**src/rtl/tccim_pkg.sv**
```systemverilog
// Shared constants for the timer capture/compare and interrupt mask block
package tccim_pkg;
  // Bus widths
  localparam int ADDR_W = 12;
  localparam int DATA_W = 8;
  localparam int CNT_W  = 16;

  // Register offsets, low byte at base and high byte at base plus one
  localparam logic [ADDR_W-1:0] OFS_MASK1   = 12'h06f;
  localparam logic [ADDR_W-1:0] OFS_MASK3   = 12'h071;
  localparam logic [ADDR_W-1:0] OFS_MASK4   = 12'h072;
  localparam logic [ADDR_W-1:0] OFS_FLAG4   = 12'h039;
  localparam logic [ADDR_W-1:0] OFS_CAPT_L  = 12'h0a6;
  localparam logic [ADDR_W-1:0] OFS_CMPA_L  = 12'h9a8;
  localparam logic [ADDR_W-1:0] OFS_CMPB_L  = 12'h0aa;
  localparam logic [ADDR_W-1:0] OFS_CTRL    = 12'h080;
  localparam logic [ADDR_W-1:0] OFS_HI_STEP = 12'h001;

  // Bit positions in mask and flag registers
  localparam int BIT_OVF  = 0;
  localparam int BIT_CMPA = 1;
  localparam int BIT_CMPB = 2;
  localparam int BIT_CAPT = 5;
  localparam logic [DATA_W-1:0] MASK_USED = 8'h27;

  // Control register fields
  localparam int CTL_SRC_CMP  = 0;
  localparam int CTL_EDGE_UP  = 1;
  localparam int CTL_TGL_A    = 2;
  localparam int CTL_TGL_B    = 3;
  localparam logic [DATA_W-1:0] CTRL_USED = 8'h0f;

  // Reset values
  localparam logic [DATA_W-1:0] RST_BYTE = 8'h00;
  localparam logic [CNT_W-1:0]  RST_WORD = 16'h0000;
endpackage

```
**src/rtl/tccim_cmp_if.sv**
```systemverilog
// Signals between the top and one compare channel
`timescale 1ns/1ps
interface tccim_cmp_if;
  import tccim_pkg::*;
  logic [CNT_W-1:0] count;
  logic [CNT_W-1:0] value;
  logic             block;
  logic             toggle_en;
  logic             hit;
  logic             wave;
  modport chan (input count, input value, input block, input toggle_en, output hit, output wave);
  modport top  (output count, output value, output block, output toggle_en, input hit, input wave);
endinterface

```
**src/rtl/tccim_cmp_chan.sv**
```systemverilog
// One compare channel: equality test and toggled waveform output
`timescale 1ns/1ps
module tccim_cmp_chan
  import tccim_pkg::*;
(
  // Clock and reset
  input wire logic sys_clk,
  input wire logic rst_b,
  // Channel link
  tccim_cmp_if.chan cif
);
  import tccim_pkg::*;

  logic wave_r;

  // Match is checked every cycle, masked after a counter write
  assign cif.hit = (cif.count == cif.value) && !cif.block;

  // Waveform pin toggles on each accepted match
  always_ff @(posedge sys_clk or negedge rst_b)
  begin
    if (!rst_b)
      wave_r <= 1'b0;
    else if (cif.hit && cif.toggle_en)
      wave_r <= ~wave_r;
  end

  assign cif.wave = wave_r;
endmodule

```
**src/rtl/tccim_top.sv**
```systemverilog
// Capture, compare, shared high-byte latch and interrupt masks of the timers
//
// Strobed register access was decided locally.
`timescale 1ns/1ps
module tccim_top
  import tccim_pkg::*;
#(
  parameter int CW = 16
)
(
  // Clock and reset
  input  wire logic                        sys_clk,
  input  wire logic                        rst_b,
  // Register port
  input  wire logic [tccim_pkg::ADDR_W-1:0] reg_addr,
  input  wire logic [tccim_pkg::DATA_W-1:0] reg_wdata,
  input  wire logic                        reg_wr,
  input  wire logic                        reg_rd,
  output      logic [tccim_pkg::DATA_W-1:0] reg_rdata,
  // Counter side
  input  wire logic [CW-1:0]               timer_count_value,
  input  wire logic                        count_write,
  input  wire logic                        overflow_event,
  input  wire logic                        top_from_capture,
  output      logic [CW-1:0]               top_value,
  // Capture sources
  input  wire logic                        capture_input_pin,
  input  wire logic                        analog_comp_out,
  // Interrupt side
  input  wire logic                        global_irq_enable,
  input  wire logic [tccim_pkg::DATA_W-1:0] timer1_irq_flags,
  input  wire logic [tccim_pkg::DATA_W-1:0] timer3_irq_flags,
  input  wire logic [tccim_pkg::DATA_W-1:0] timer4_irq_ack,
  output      logic [tccim_pkg::DATA_W-1:0] timer1_irq_req,
  output      logic [tccim_pkg::DATA_W-1:0] timer3_irq_req,
  output      logic [tccim_pkg::DATA_W-1:0] timer4_irq_req,
  // Waveform pins
  output      logic                        waveform_out_a,
  output      logic                        waveform_out_b
);
  import tccim_pkg::*;

  // Byte-split access only serves a counter of two bytes; refused at elaboration
  if (CW != CNT_W)
  begin
    $error("tccim_top: CW must equal CNT_W");
  end

  // Registers
  logic [DATA_W-1:0] timer1_irq_enable_mask_r;
  logic [DATA_W-1:0] timer3_irq_enable_mask_r;
  logic [DATA_W-1:0] timer4_irq_enable_mask_r;
  logic [DATA_W-1:0] timer_irq_flag_reg_r;
  logic [DATA_W-1:0] ctrl_r;
  logic [CW-1:0]     capture_value_r;
  logic [CW-1:0]     compare_a_value_r;
  logic [CW-1:0]     compare_b_value_r;
  logic [DATA_W-1:0] hold_hi_r;
  logic [DATA_W-1:0] rdata_r;
  logic              pin_prev_r;
  logic              comp_prev_r;
  logic              block_r;

  // Decoded strobes
  logic wr_mask1;
  logic wr_mask3;
  logic wr_mask4;
  logic wr_flag4;
  logic wr_ctrl;
  logic wr_capt_l;
  logic wr_capt_h;
  logic wr_cmpa_l;
  logic wr_cmpa_h;
  logic wr_cmpb_l;
  logic wr_cmpb_h;
  logic rd_low16;

  // Event terms
  logic              cap_src;
  logic              cap_prev;
  logic              cap_edge;
  logic              cap_event;
  logic              top_reached;
  logic [DATA_W-1:0] flag_set;
  logic [DATA_W-1:0] flag_clr;
  logic [DATA_W-1:0] rdata_nxt;
  logic [DATA_W-1:0] hi_nxt;

  // One link per compare channel
  tccim_cmp_if cmp_a_if ();
  tccim_cmp_if cmp_b_if ();

  // Address decode for writes, high byte lives at base plus one
  assign wr_mask1  = reg_wr && (reg_addr == OFS_MASK1);
  assign wr_mask3  = reg_wr && (reg_addr == OFS_MASK3);
  assign wr_mask4  = reg_wr && (reg_addr == OFS_MASK4);
  assign wr_flag4  = reg_wr && (reg_addr == OFS_FLAG4);
  assign wr_ctrl   = reg_wr && (reg_addr == OFS_CTRL);
  assign wr_capt_l = reg_wr && (reg_addr == OFS_CAPT_L);
  assign wr_capt_h = reg_wr && (reg_addr == OFS_CAPT_L + OFS_HI_STEP);
  assign wr_cmpa_l = reg_wr && (reg_addr == OFS_CMPA_L);
  assign wr_cmpa_h = reg_wr && (reg_addr == OFS_CMPA_L + OFS_HI_STEP);
  assign wr_cmpb_l = reg_wr && (reg_addr == OFS_CMPB_L);
  assign wr_cmpb_h = reg_wr && (reg_addr == OFS_CMPB_L + OFS_HI_STEP);

  // Reading any low byte snapshots its high byte into the latch
  assign rd_low16 = reg_rd && ((reg_addr == OFS_CAPT_L) || (reg_addr == OFS_CMPA_L)
                               || (reg_addr == OFS_CMPB_L));

  // Mask registers keep only the four defined enables
  // Dropping bits at write time keeps every reader in step
  always_ff @(posedge sys_clk or negedge rst_b)
  begin
    if (!rst_b)
    begin
      timer1_irq_enable_mask_r <= RST_BYTE;
      timer3_irq_enable_mask_r <= RST_BYTE;
      timer4_irq_enable_mask_r <= RST_BYTE;
    end
    else
    begin
      if (wr_mask1)
        timer1_irq_enable_mask_r <= reg_wdata & MASK_USED;
      if (wr_mask3)
        timer3_irq_enable_mask_r <= reg_wdata & MASK_USED;
      if (wr_mask4)
        timer4_irq_enable_mask_r <= reg_wdata & MASK_USED;
    end
  end

  // Capture source, edge and waveform toggle selection
  always_ff @(posedge sys_clk or negedge rst_b)
  begin
    if (!rst_b)
      ctrl_r <= RST_BYTE;
    else if (wr_ctrl)
      ctrl_r <= reg_wdata & CTRL_USED;
  end

  // Shared high-byte latch: loaded by high-byte writes and low-byte reads
  always_comb
  begin
    hi_nxt = hold_hi_r;
    if (wr_capt_h || wr_cmpa_h || wr_cmpb_h)
      hi_nxt = reg_wdata;
    else if (rd_low16)
    begin
      if (reg_addr == OFS_CAPT_L)
        hi_nxt = capture_value_r[CW-1:DATA_W];
      else if (reg_addr == OFS_CMPA_L)
        hi_nxt = compare_a_value_r[CW-1:DATA_W];
      else
        hi_nxt = compare_b_value_r[CW-1:DATA_W];
    end
  end

  // One byte serves every word register, so interleaved word accesses disturb each other
  always_ff @(posedge sys_clk or negedge rst_b)
  begin
    if (!rst_b)
      hold_hi_r <= RST_BYTE;
    else
      hold_hi_r <= hi_nxt;
  end

  // Compare values change as a whole word on the low-byte write
  always_ff @(posedge sys_clk or negedge rst_b)
  begin
    if (!rst_b)
    begin
      compare_a_value_r <= RST_WORD;
      compare_b_value_r <= RST_WORD;
    end
    else
    begin
      if (wr_cmpa_l)
        compare_a_value_r <= {hold_hi_r, reg_wdata};
      if (wr_cmpb_l)
        compare_b_value_r <= {hold_hi_r, reg_wdata};
    end
  end

  // Capture source: pin or comparator, sampled for edge detection
  // Both previous samples are taken every cycle whatever the selection, so both detectors stay primed
  assign cap_src  = ctrl_r[CTL_SRC_CMP] ? analog_comp_out : capture_input_pin;
  assign cap_prev = ctrl_r[CTL_SRC_CMP] ? comp_prev_r : pin_prev_r;
  assign cap_edge = ctrl_r[CTL_EDGE_UP] ? (cap_src && !cap_prev) : (!cap_src && cap_prev);

  // Events are ignored while the register defines TOP, else TOP would move
  assign cap_event   = cap_edge && !top_from_capture;
  assign top_reached = top_from_capture && (timer_count_value == capture_value_r);

  always_ff @(posedge sys_clk or negedge rst_b)
  begin
    if (!rst_b)
    begin
      pin_prev_r  <= 1'b0;
      comp_prev_r <= 1'b0;
    end
    else
    begin
      pin_prev_r  <= capture_input_pin;
      comp_prev_r <= analog_comp_out;
    end
  end

  // Capture register: hardware event wins over a software write
  // A write in an event cycle is lost; the captured count is worth more
  always_ff @(posedge sys_clk or negedge rst_b)
  begin
    if (!rst_b)
      capture_value_r <= RST_WORD;
    else if (cap_event)
      capture_value_r <= timer_count_value;
    else if (wr_capt_l)
      capture_value_r <= {hold_hi_r, reg_wdata};
  end

  // TOP offered to the counter when its mode asks for it
  // Taken straight from the register, so a new TOP applies at once
  assign top_value = capture_value_r;

  // Counter write masks matches in the following cycle
  // Only that one cycle is masked; later matches count again
  always_ff @(posedge sys_clk or negedge rst_b)
  begin
    if (!rst_b)
      block_r <= 1'b0;
    else
      block_r <= count_write;
  end

  // Compare channels
  // Both channels see the same count and the same blocking term
  assign cmp_a_if.count     = timer_count_value;
  assign cmp_a_if.value     = compare_a_value_r;
  assign cmp_a_if.block     = block_r;
  assign cmp_a_if.toggle_en = ctrl_r[CTL_TGL_A];
  assign cmp_b_if.count     = timer_count_value;
  assign cmp_b_if.value     = compare_b_value_r;
  assign cmp_b_if.block     = block_r;
  assign cmp_b_if.toggle_en = ctrl_r[CTL_TGL_B];

  // Channel A feeds flag bit 1 and pin A
  tccim_cmp_chan u_cmp_a (
    .sys_clk (sys_clk),
    .rst_b   (rst_b),
    .cif     (cmp_a_if.chan)
  );

  // Channel B feeds flag bit 2 and pin B
  tccim_cmp_chan u_cmp_b (
    .sys_clk (sys_clk),
    .rst_b   (rst_b),
    .cif     (cmp_b_if.chan)
  );

  // Pins come straight from the channel flip-flops
  assign waveform_out_a = cmp_a_if.wave;
  assign waveform_out_b = cmp_b_if.wave;

  // Flag sources of this timer
  always_comb
  begin
    flag_set           = RST_BYTE;
    flag_set[BIT_OVF]  = overflow_event;
    flag_set[BIT_CMPA] = cmp_a_if.hit;
    flag_set[BIT_CMPB] = cmp_b_if.hit;
    flag_set[BIT_CAPT] = cap_event || top_reached;
  end

  // Clear by written one or by vector execution
  assign flag_clr = (wr_flag4 ? reg_wdata : RST_BYTE) | timer4_irq_ack;

  // Set wins over clear so an event in the clear cycle survives
  // Software that clears a flag must reread it to spot such an event
  always_ff @(posedge sys_clk or negedge rst_b)
  begin
    if (!rst_b)
      timer_irq_flag_reg_r <= RST_BYTE;
    else
      timer_irq_flag_reg_r <= ((timer_irq_flag_reg_r & ~flag_clr) | flag_set) & MASK_USED;
  end

  // Requests need source enable, global enable and flag
  assign timer1_irq_req = global_irq_enable ? (timer1_irq_enable_mask_r & timer1_irq_flags)
                                            : RST_BYTE;
  assign timer3_irq_req = global_irq_enable ? (timer3_irq_enable_mask_r & timer3_irq_flags)
                                            : RST_BYTE;
  assign timer4_irq_req = global_irq_enable ? (timer4_irq_enable_mask_r & timer_irq_flag_reg_r)
                                            : RST_BYTE;

  // Read mux; high bytes come from the latch, unmapped reads give zero
  // Only low-byte reads have a side effect: they load the shared latch
  always_comb
  begin
    rdata_nxt = RST_BYTE;
    if (reg_rd)
    begin
      case (reg_addr)
        OFS_MASK1:                rdata_nxt = timer1_irq_enable_mask_r;
        OFS_MASK3:                rdata_nxt = timer3_irq_enable_mask_r;
        OFS_MASK4:                rdata_nxt = timer4_irq_enable_mask_r;
        OFS_FLAG4:                rdata_nxt = timer_irq_flag_reg_r;
        OFS_CTRL:                 rdata_nxt = ctrl_r;
        OFS_CAPT_L:               rdata_nxt = capture_value_r[DATA_W-1:0];
        OFS_CMPA_L:               rdata_nxt = compare_a_value_r[DATA_W-1:0];
        OFS_CMPB_L:               rdata_nxt = compare_b_value_r[DATA_W-1:0];
        OFS_CAPT_L + OFS_HI_STEP: rdata_nxt = hold_hi_r;
        OFS_CMPA_L + OFS_HI_STEP: rdata_nxt = hold_hi_r;
        OFS_CMPB_L + OFS_HI_STEP: rdata_nxt = hold_hi_r;
        default:                  rdata_nxt = RST_BYTE;
      endcase
    end
  end

  // Read data valid one cycle after the strobe only
  always_ff @(posedge sys_clk or negedge rst_b)
  begin
    if (!rst_b)
      rdata_r <= RST_BYTE;
    else
      rdata_r <= rdata_nxt;
  end

  // Registered, so the port never shows a decode glitch
  assign reg_rdata = rdata_r;
endmodule

```
**config.mk**
```make
export PLATFORM = sky130hd
export DESIGN_NAME = tccim_top
export DESIGN_NICKNAME = d
export VERILOG_FILES = /design/src/rtl/tccim_pkg.sv /design/src/rtl/tccim_cmp_if.sv /design/src/rtl/tccim_cmp_chan.sv /design/src/rtl/tccim_top.sv
export SDC_FILE = /design/constraint.sdc
export NUM_CORES = 1
export LEC_CHECK = 0
export BUFFER_PORTS_ARGS = -buffer_cell sky130_fd_sc_hd__buf_2
export CORE_MARGIN = 5
export CORE_UTILIZATION = 56
export CTS_BUF_LIST = sky130_fd_sc_hd__clkbuf_8
export DETAILED_ROUTE_END_ITERATION = 8
export GPL_ROUTABILITY_DRIVEN = 1
export HOLD_SLACK_MARGIN = 0.02
export PLACE_DENSITY = 0.86
export SLEW_MARGIN = 20
export SYNTH_ARGS = -nofsm -noshare
export SYNTH_HDL_FRONTEND = slang
export SYNTH_SLANG_ARGS = --single-unit
export TNS_END_PERCENT = 30
```
**constraint.sdc**
```tcl
create_clock -name sys_clk -period 1.9 [get_ports sys_clk]
set_input_delay 0.19 -clock sys_clk [delete_from_list [all_inputs] [get_ports sys_clk]]
set_output_delay 0.19 -clock sys_clk [all_outputs]
set_load 0.01 [all_outputs]
```
==> qor.yml <==
outcome: "completed"
ys_seq_elements: 89
clock_path_buffers: 2
ys_types: 53
r2r_end: "u_cmp_b.cif.wave$_DFFE_PN0P_"
path_class: "flop to flop"
multiInputGateArea_um2: 2810
cts_tree: "done"
drt_first_pass_iters: 6
cp-start-kind: "flop"
max-cap-violations: 0
clock_latency_ps: 370
post_cts_buffers: 0
drt-initial-drc-count: 485
first_global_vias: 4717
synth_edf_count: 0
clock-sinks: 89
routed_wl_um: 15400
routabilityCongestion: 0.959
fin_total_pwr_uw: 3960
clk_pin_slew_ps: 100
slew_headroom: 0.617
grt_overflow: 0
syn_area_per_cell_um2: 10.8
clock_power_share: 0.332
postSynth.asyncResetShare: 1.00
grt_max_degree: 43
die_w_um: 107
final_nets: 680
comb_power_share: 0.151
cts_buffers: 9
layout_min_cycle_time_ps: 1860
power_switching_uw: 1140
vias: 4587
synth_seq_area_share: 0.427
hold_violations: 0
min_period_over_period: 0.980
die_h_um: 107
slew_viol_final: 0
placed_area_um2: 6050
antenna_found_initial: 0
cp-end-kind: "flop"
timing.rr.start: "cmp_b_if.value[8]$_DFFE_PN0P_"
swShare: 0.288
yosys_warnings: 0
start_util: 0.570
crit_fanout: 2
seq_area_um2: 2230
drc: 0
r2r_cells: 5
layout_commonest_cell: "buf_2"
r2r_slack_ps: 40
setup-violations-final: 0
fin_ws_ps: 38.3
grt_usage: 0.282
grt_pass1_wl_um: 25100
htreeDepth: 3
pin_count: 120
fin_area_um2: 6310
coreArea_um2: 9150
crit_arrival_ps: 2110
antenna_cells: 0
hold_end: "hold_hi_r[4]$_DFFE_PN0P_"
hold_path.startpoint: "reg_wdata[4]"
netlist_area_um2: 5220
wire_per_inst_um: 21.2
intPower_uw: 2820
area_delta_synth_final_pct: 20.9
drive_above_1_share: 0.366
powerDensity_nw_per_um2: 629
vdd_drop_max_uv: 410
fillers: 678
dp_hpwl_um: 11300
dp_slack_ps: -108
fin_worst_skew_ps: 15.8
seqPwrFrac: 0.517
portBuffers: 95
hold_depth: 3
cts_root_buf: "clkbuf_8"
hold_path_class: "primary input to flop"
synth_top_flop_cell: "dfrtp_1"
leakage_uw: 0.00321
worstPathRequired_ps: 2150
dieArea_um2: 11300
tightest_slew_ps: 569
hold_slack_ps: 102
syn_inst: 482
fmax_ghz: 0.537
row_count: 35
final_cell_mix: "94 x buf_2, 89 x dfrtp_1, 46 x mux2_2, 40 x nand2_1, 37 x buf_4"
drtAntennaViolNets: 0
via_per_inst: 6.33
-- critical path: stages, from the launching register on --
cell and delay (ps):
dfrtp_1 400, xor2_1 180, nor4_2 340, nand3_1 160
or4_1 540, xnor2_1 140
-- metrics by stage --
| stage | setup TNS, ps | util | cells |
|---|---|---|---|
| after floorplan | 0 | - | 493 |
| after global placement | -784 | 0.662 | 705 |
| after detailed placement | -1910 | 0.662 | 705 |
| after CTS | 0 | 0.688 | 725 |
| after global routing | -60.2 | 0.689 | 725 |
| final | 0 | 0.689 | 725 |
-- layer usage --
layer | wire, µm | global-route usage
met3 | 1320 | 0.0559
met2 | 7360 | 0.451
met5 | 0 | 0
met4 | 461 | 0.0941
met1 | 6220 | 0.386
-- power groups by stage --
| stage | sequential, µW | clock, µW | combinational [µW] |
|---|---|---|---|
| 2_1_floorplan | 2090 | 0 | 272 |
| 3_3_place_gp | 2080 | 0 | 563 |
| 3_5_place_dp | 2080 | 0 | 581 |
| 4_1_cts | 2050 | 1330 | 595 |
| 5_1_grt | 2060 | 1430 | 657 |
| 6_report | 2050 | 1320 | 598 |
-- kinds of logic after synthesis --
kind of cell	count (synthesis)	share of synthesized area
simple gates	148	0.171
flops	89	0.427
compound gates	78	0.108
mux	73	0.161
xor+xnor	52	0.0873
buf+inv	41	0.0449
other cells	1	0.000719
-- cells in the mapped netlist, types with 3 or more instances --
| cell | number | area [µm²] |
|---|---|---|
| inv_1 | 5 | 18.8 |
| nand2b_1 | 7 | 43.8 |
| a22o_1 | 3 | 26.3 |
| a31oi_1 | 3 | 18.8 |
| nor4_1 | 12 | 75.1 |
| and2_1 | 3 | 18.8 |
| clkbuf_1 | 13 | 48.8 |
| nor2b_1 | 7 | 43.8 |
| buf_6 | 3 | 33.8 |
| a32oi_1 | 3 | 26.3 |
| xnor2_1 | 26 | 228 |
| mux2_2 | 46 | 518 |
| nand4b_1 | 3 | 26.3 |
| xor2_1 | 26 | 228 |
| nand2_1 | 40 | 150 |
| nor3b_1 | 3 | 22.5 |
| buf_2 | 7 | 35.0 |
| nor3_1 | 6 | 30.0 |
| o22ai_1 | 5 | 31.3 |
| a21oi_1 | 8 | 40.0 |
| buf_4 | 13 | 97.6 |
| a31o_2 | 3 | 26.3 |
| mux2_4 | 10 | 150 |
| a221oi_1 | 7 | 61.3 |
| nand4_1 | 8 | 50.1 |
| dfrtp_1 | 89 | 2230 |
| and3_1 | 15 | 93.8 |
| nand3_1 | 8 | 40.0 |
| a22oi_1 | 21 | 158 |
| nor2_1 | 9 | 33.8 |
| mux2i_1 | 17 | 170 |
| nand3b_1 | 5 | 37.5 |
| and3b_1 | 4 | 35.0 |
| o21ai_0 | 17 | 85.1 |
-- what timing repair did --
item                                   in CTS  in global routing
setup endpoints to repair                   0                  2
endpoints found under the hold margin      25                  0
gates resized for setup                     0                  2
hold buffers                                5                  0
-- state kept, by name (all words and copies together), names as in the netlist --
name                      count
block_r                       1
cmp_a_if.value               16
cmp_b_if.value               16
comp_prev_r                   1
ctrl_r                        4
hold_hi_r                     8
pin_prev_r                    1
reg_rdata                     8
timer1_irq_enable_mask_r      4
timer3_irq_enable_mask_r      4
timer4_irq_enable_mask_r      4
timer_irq_flag_reg_r          4
top_value                    16
u_cmp_a.cif.wave              1
u_cmp_b.cif.wave              1
-- area by class of cell --
type	count	area share
Clock buffer	9	0.0196
Clock inverter	6	0.0107
Inverter	5	0.00298
Multi-Input combinational cell	363	0.446
Sequential cell	89	0.353
Tap cell	111	0.0220
Timing Repair Buffer	142	0.146
-- worst max-delay path by stage --
stage	startpoint	endpoint	slack [ps]	depth (start not counted)
after detailed placement	reg_addr[8]	cmp_b_if.value[9]$_DFFE_PN0P_	-110	5
after global placement	reg_addr[8]	cmp_b_if.value[9]$_DFFE_PN0P_	-60	5
after global routing	cmp_b_if.value[8]$_DFFE_PN0P_	u_cmp_b.cif.wave$_DFFE_PN0P_	-30	5
final	cmp_b_if.value[8]$_DFFE_PN0P_	u_cmp_b.cif.wave$_DFFE_PN0P_	40	5
after floorplan	reg_addr[8]	cmp_b_if.value[10]$_DFFE_PN0P_	60	5
after CTS	cmp_b_if.value[14]$_DFFE_PN0P_	u_cmp_b.cif.wave$_DFFE_PN0P_	6	5
Note: power is estimated with default switching activity, not from simulation.
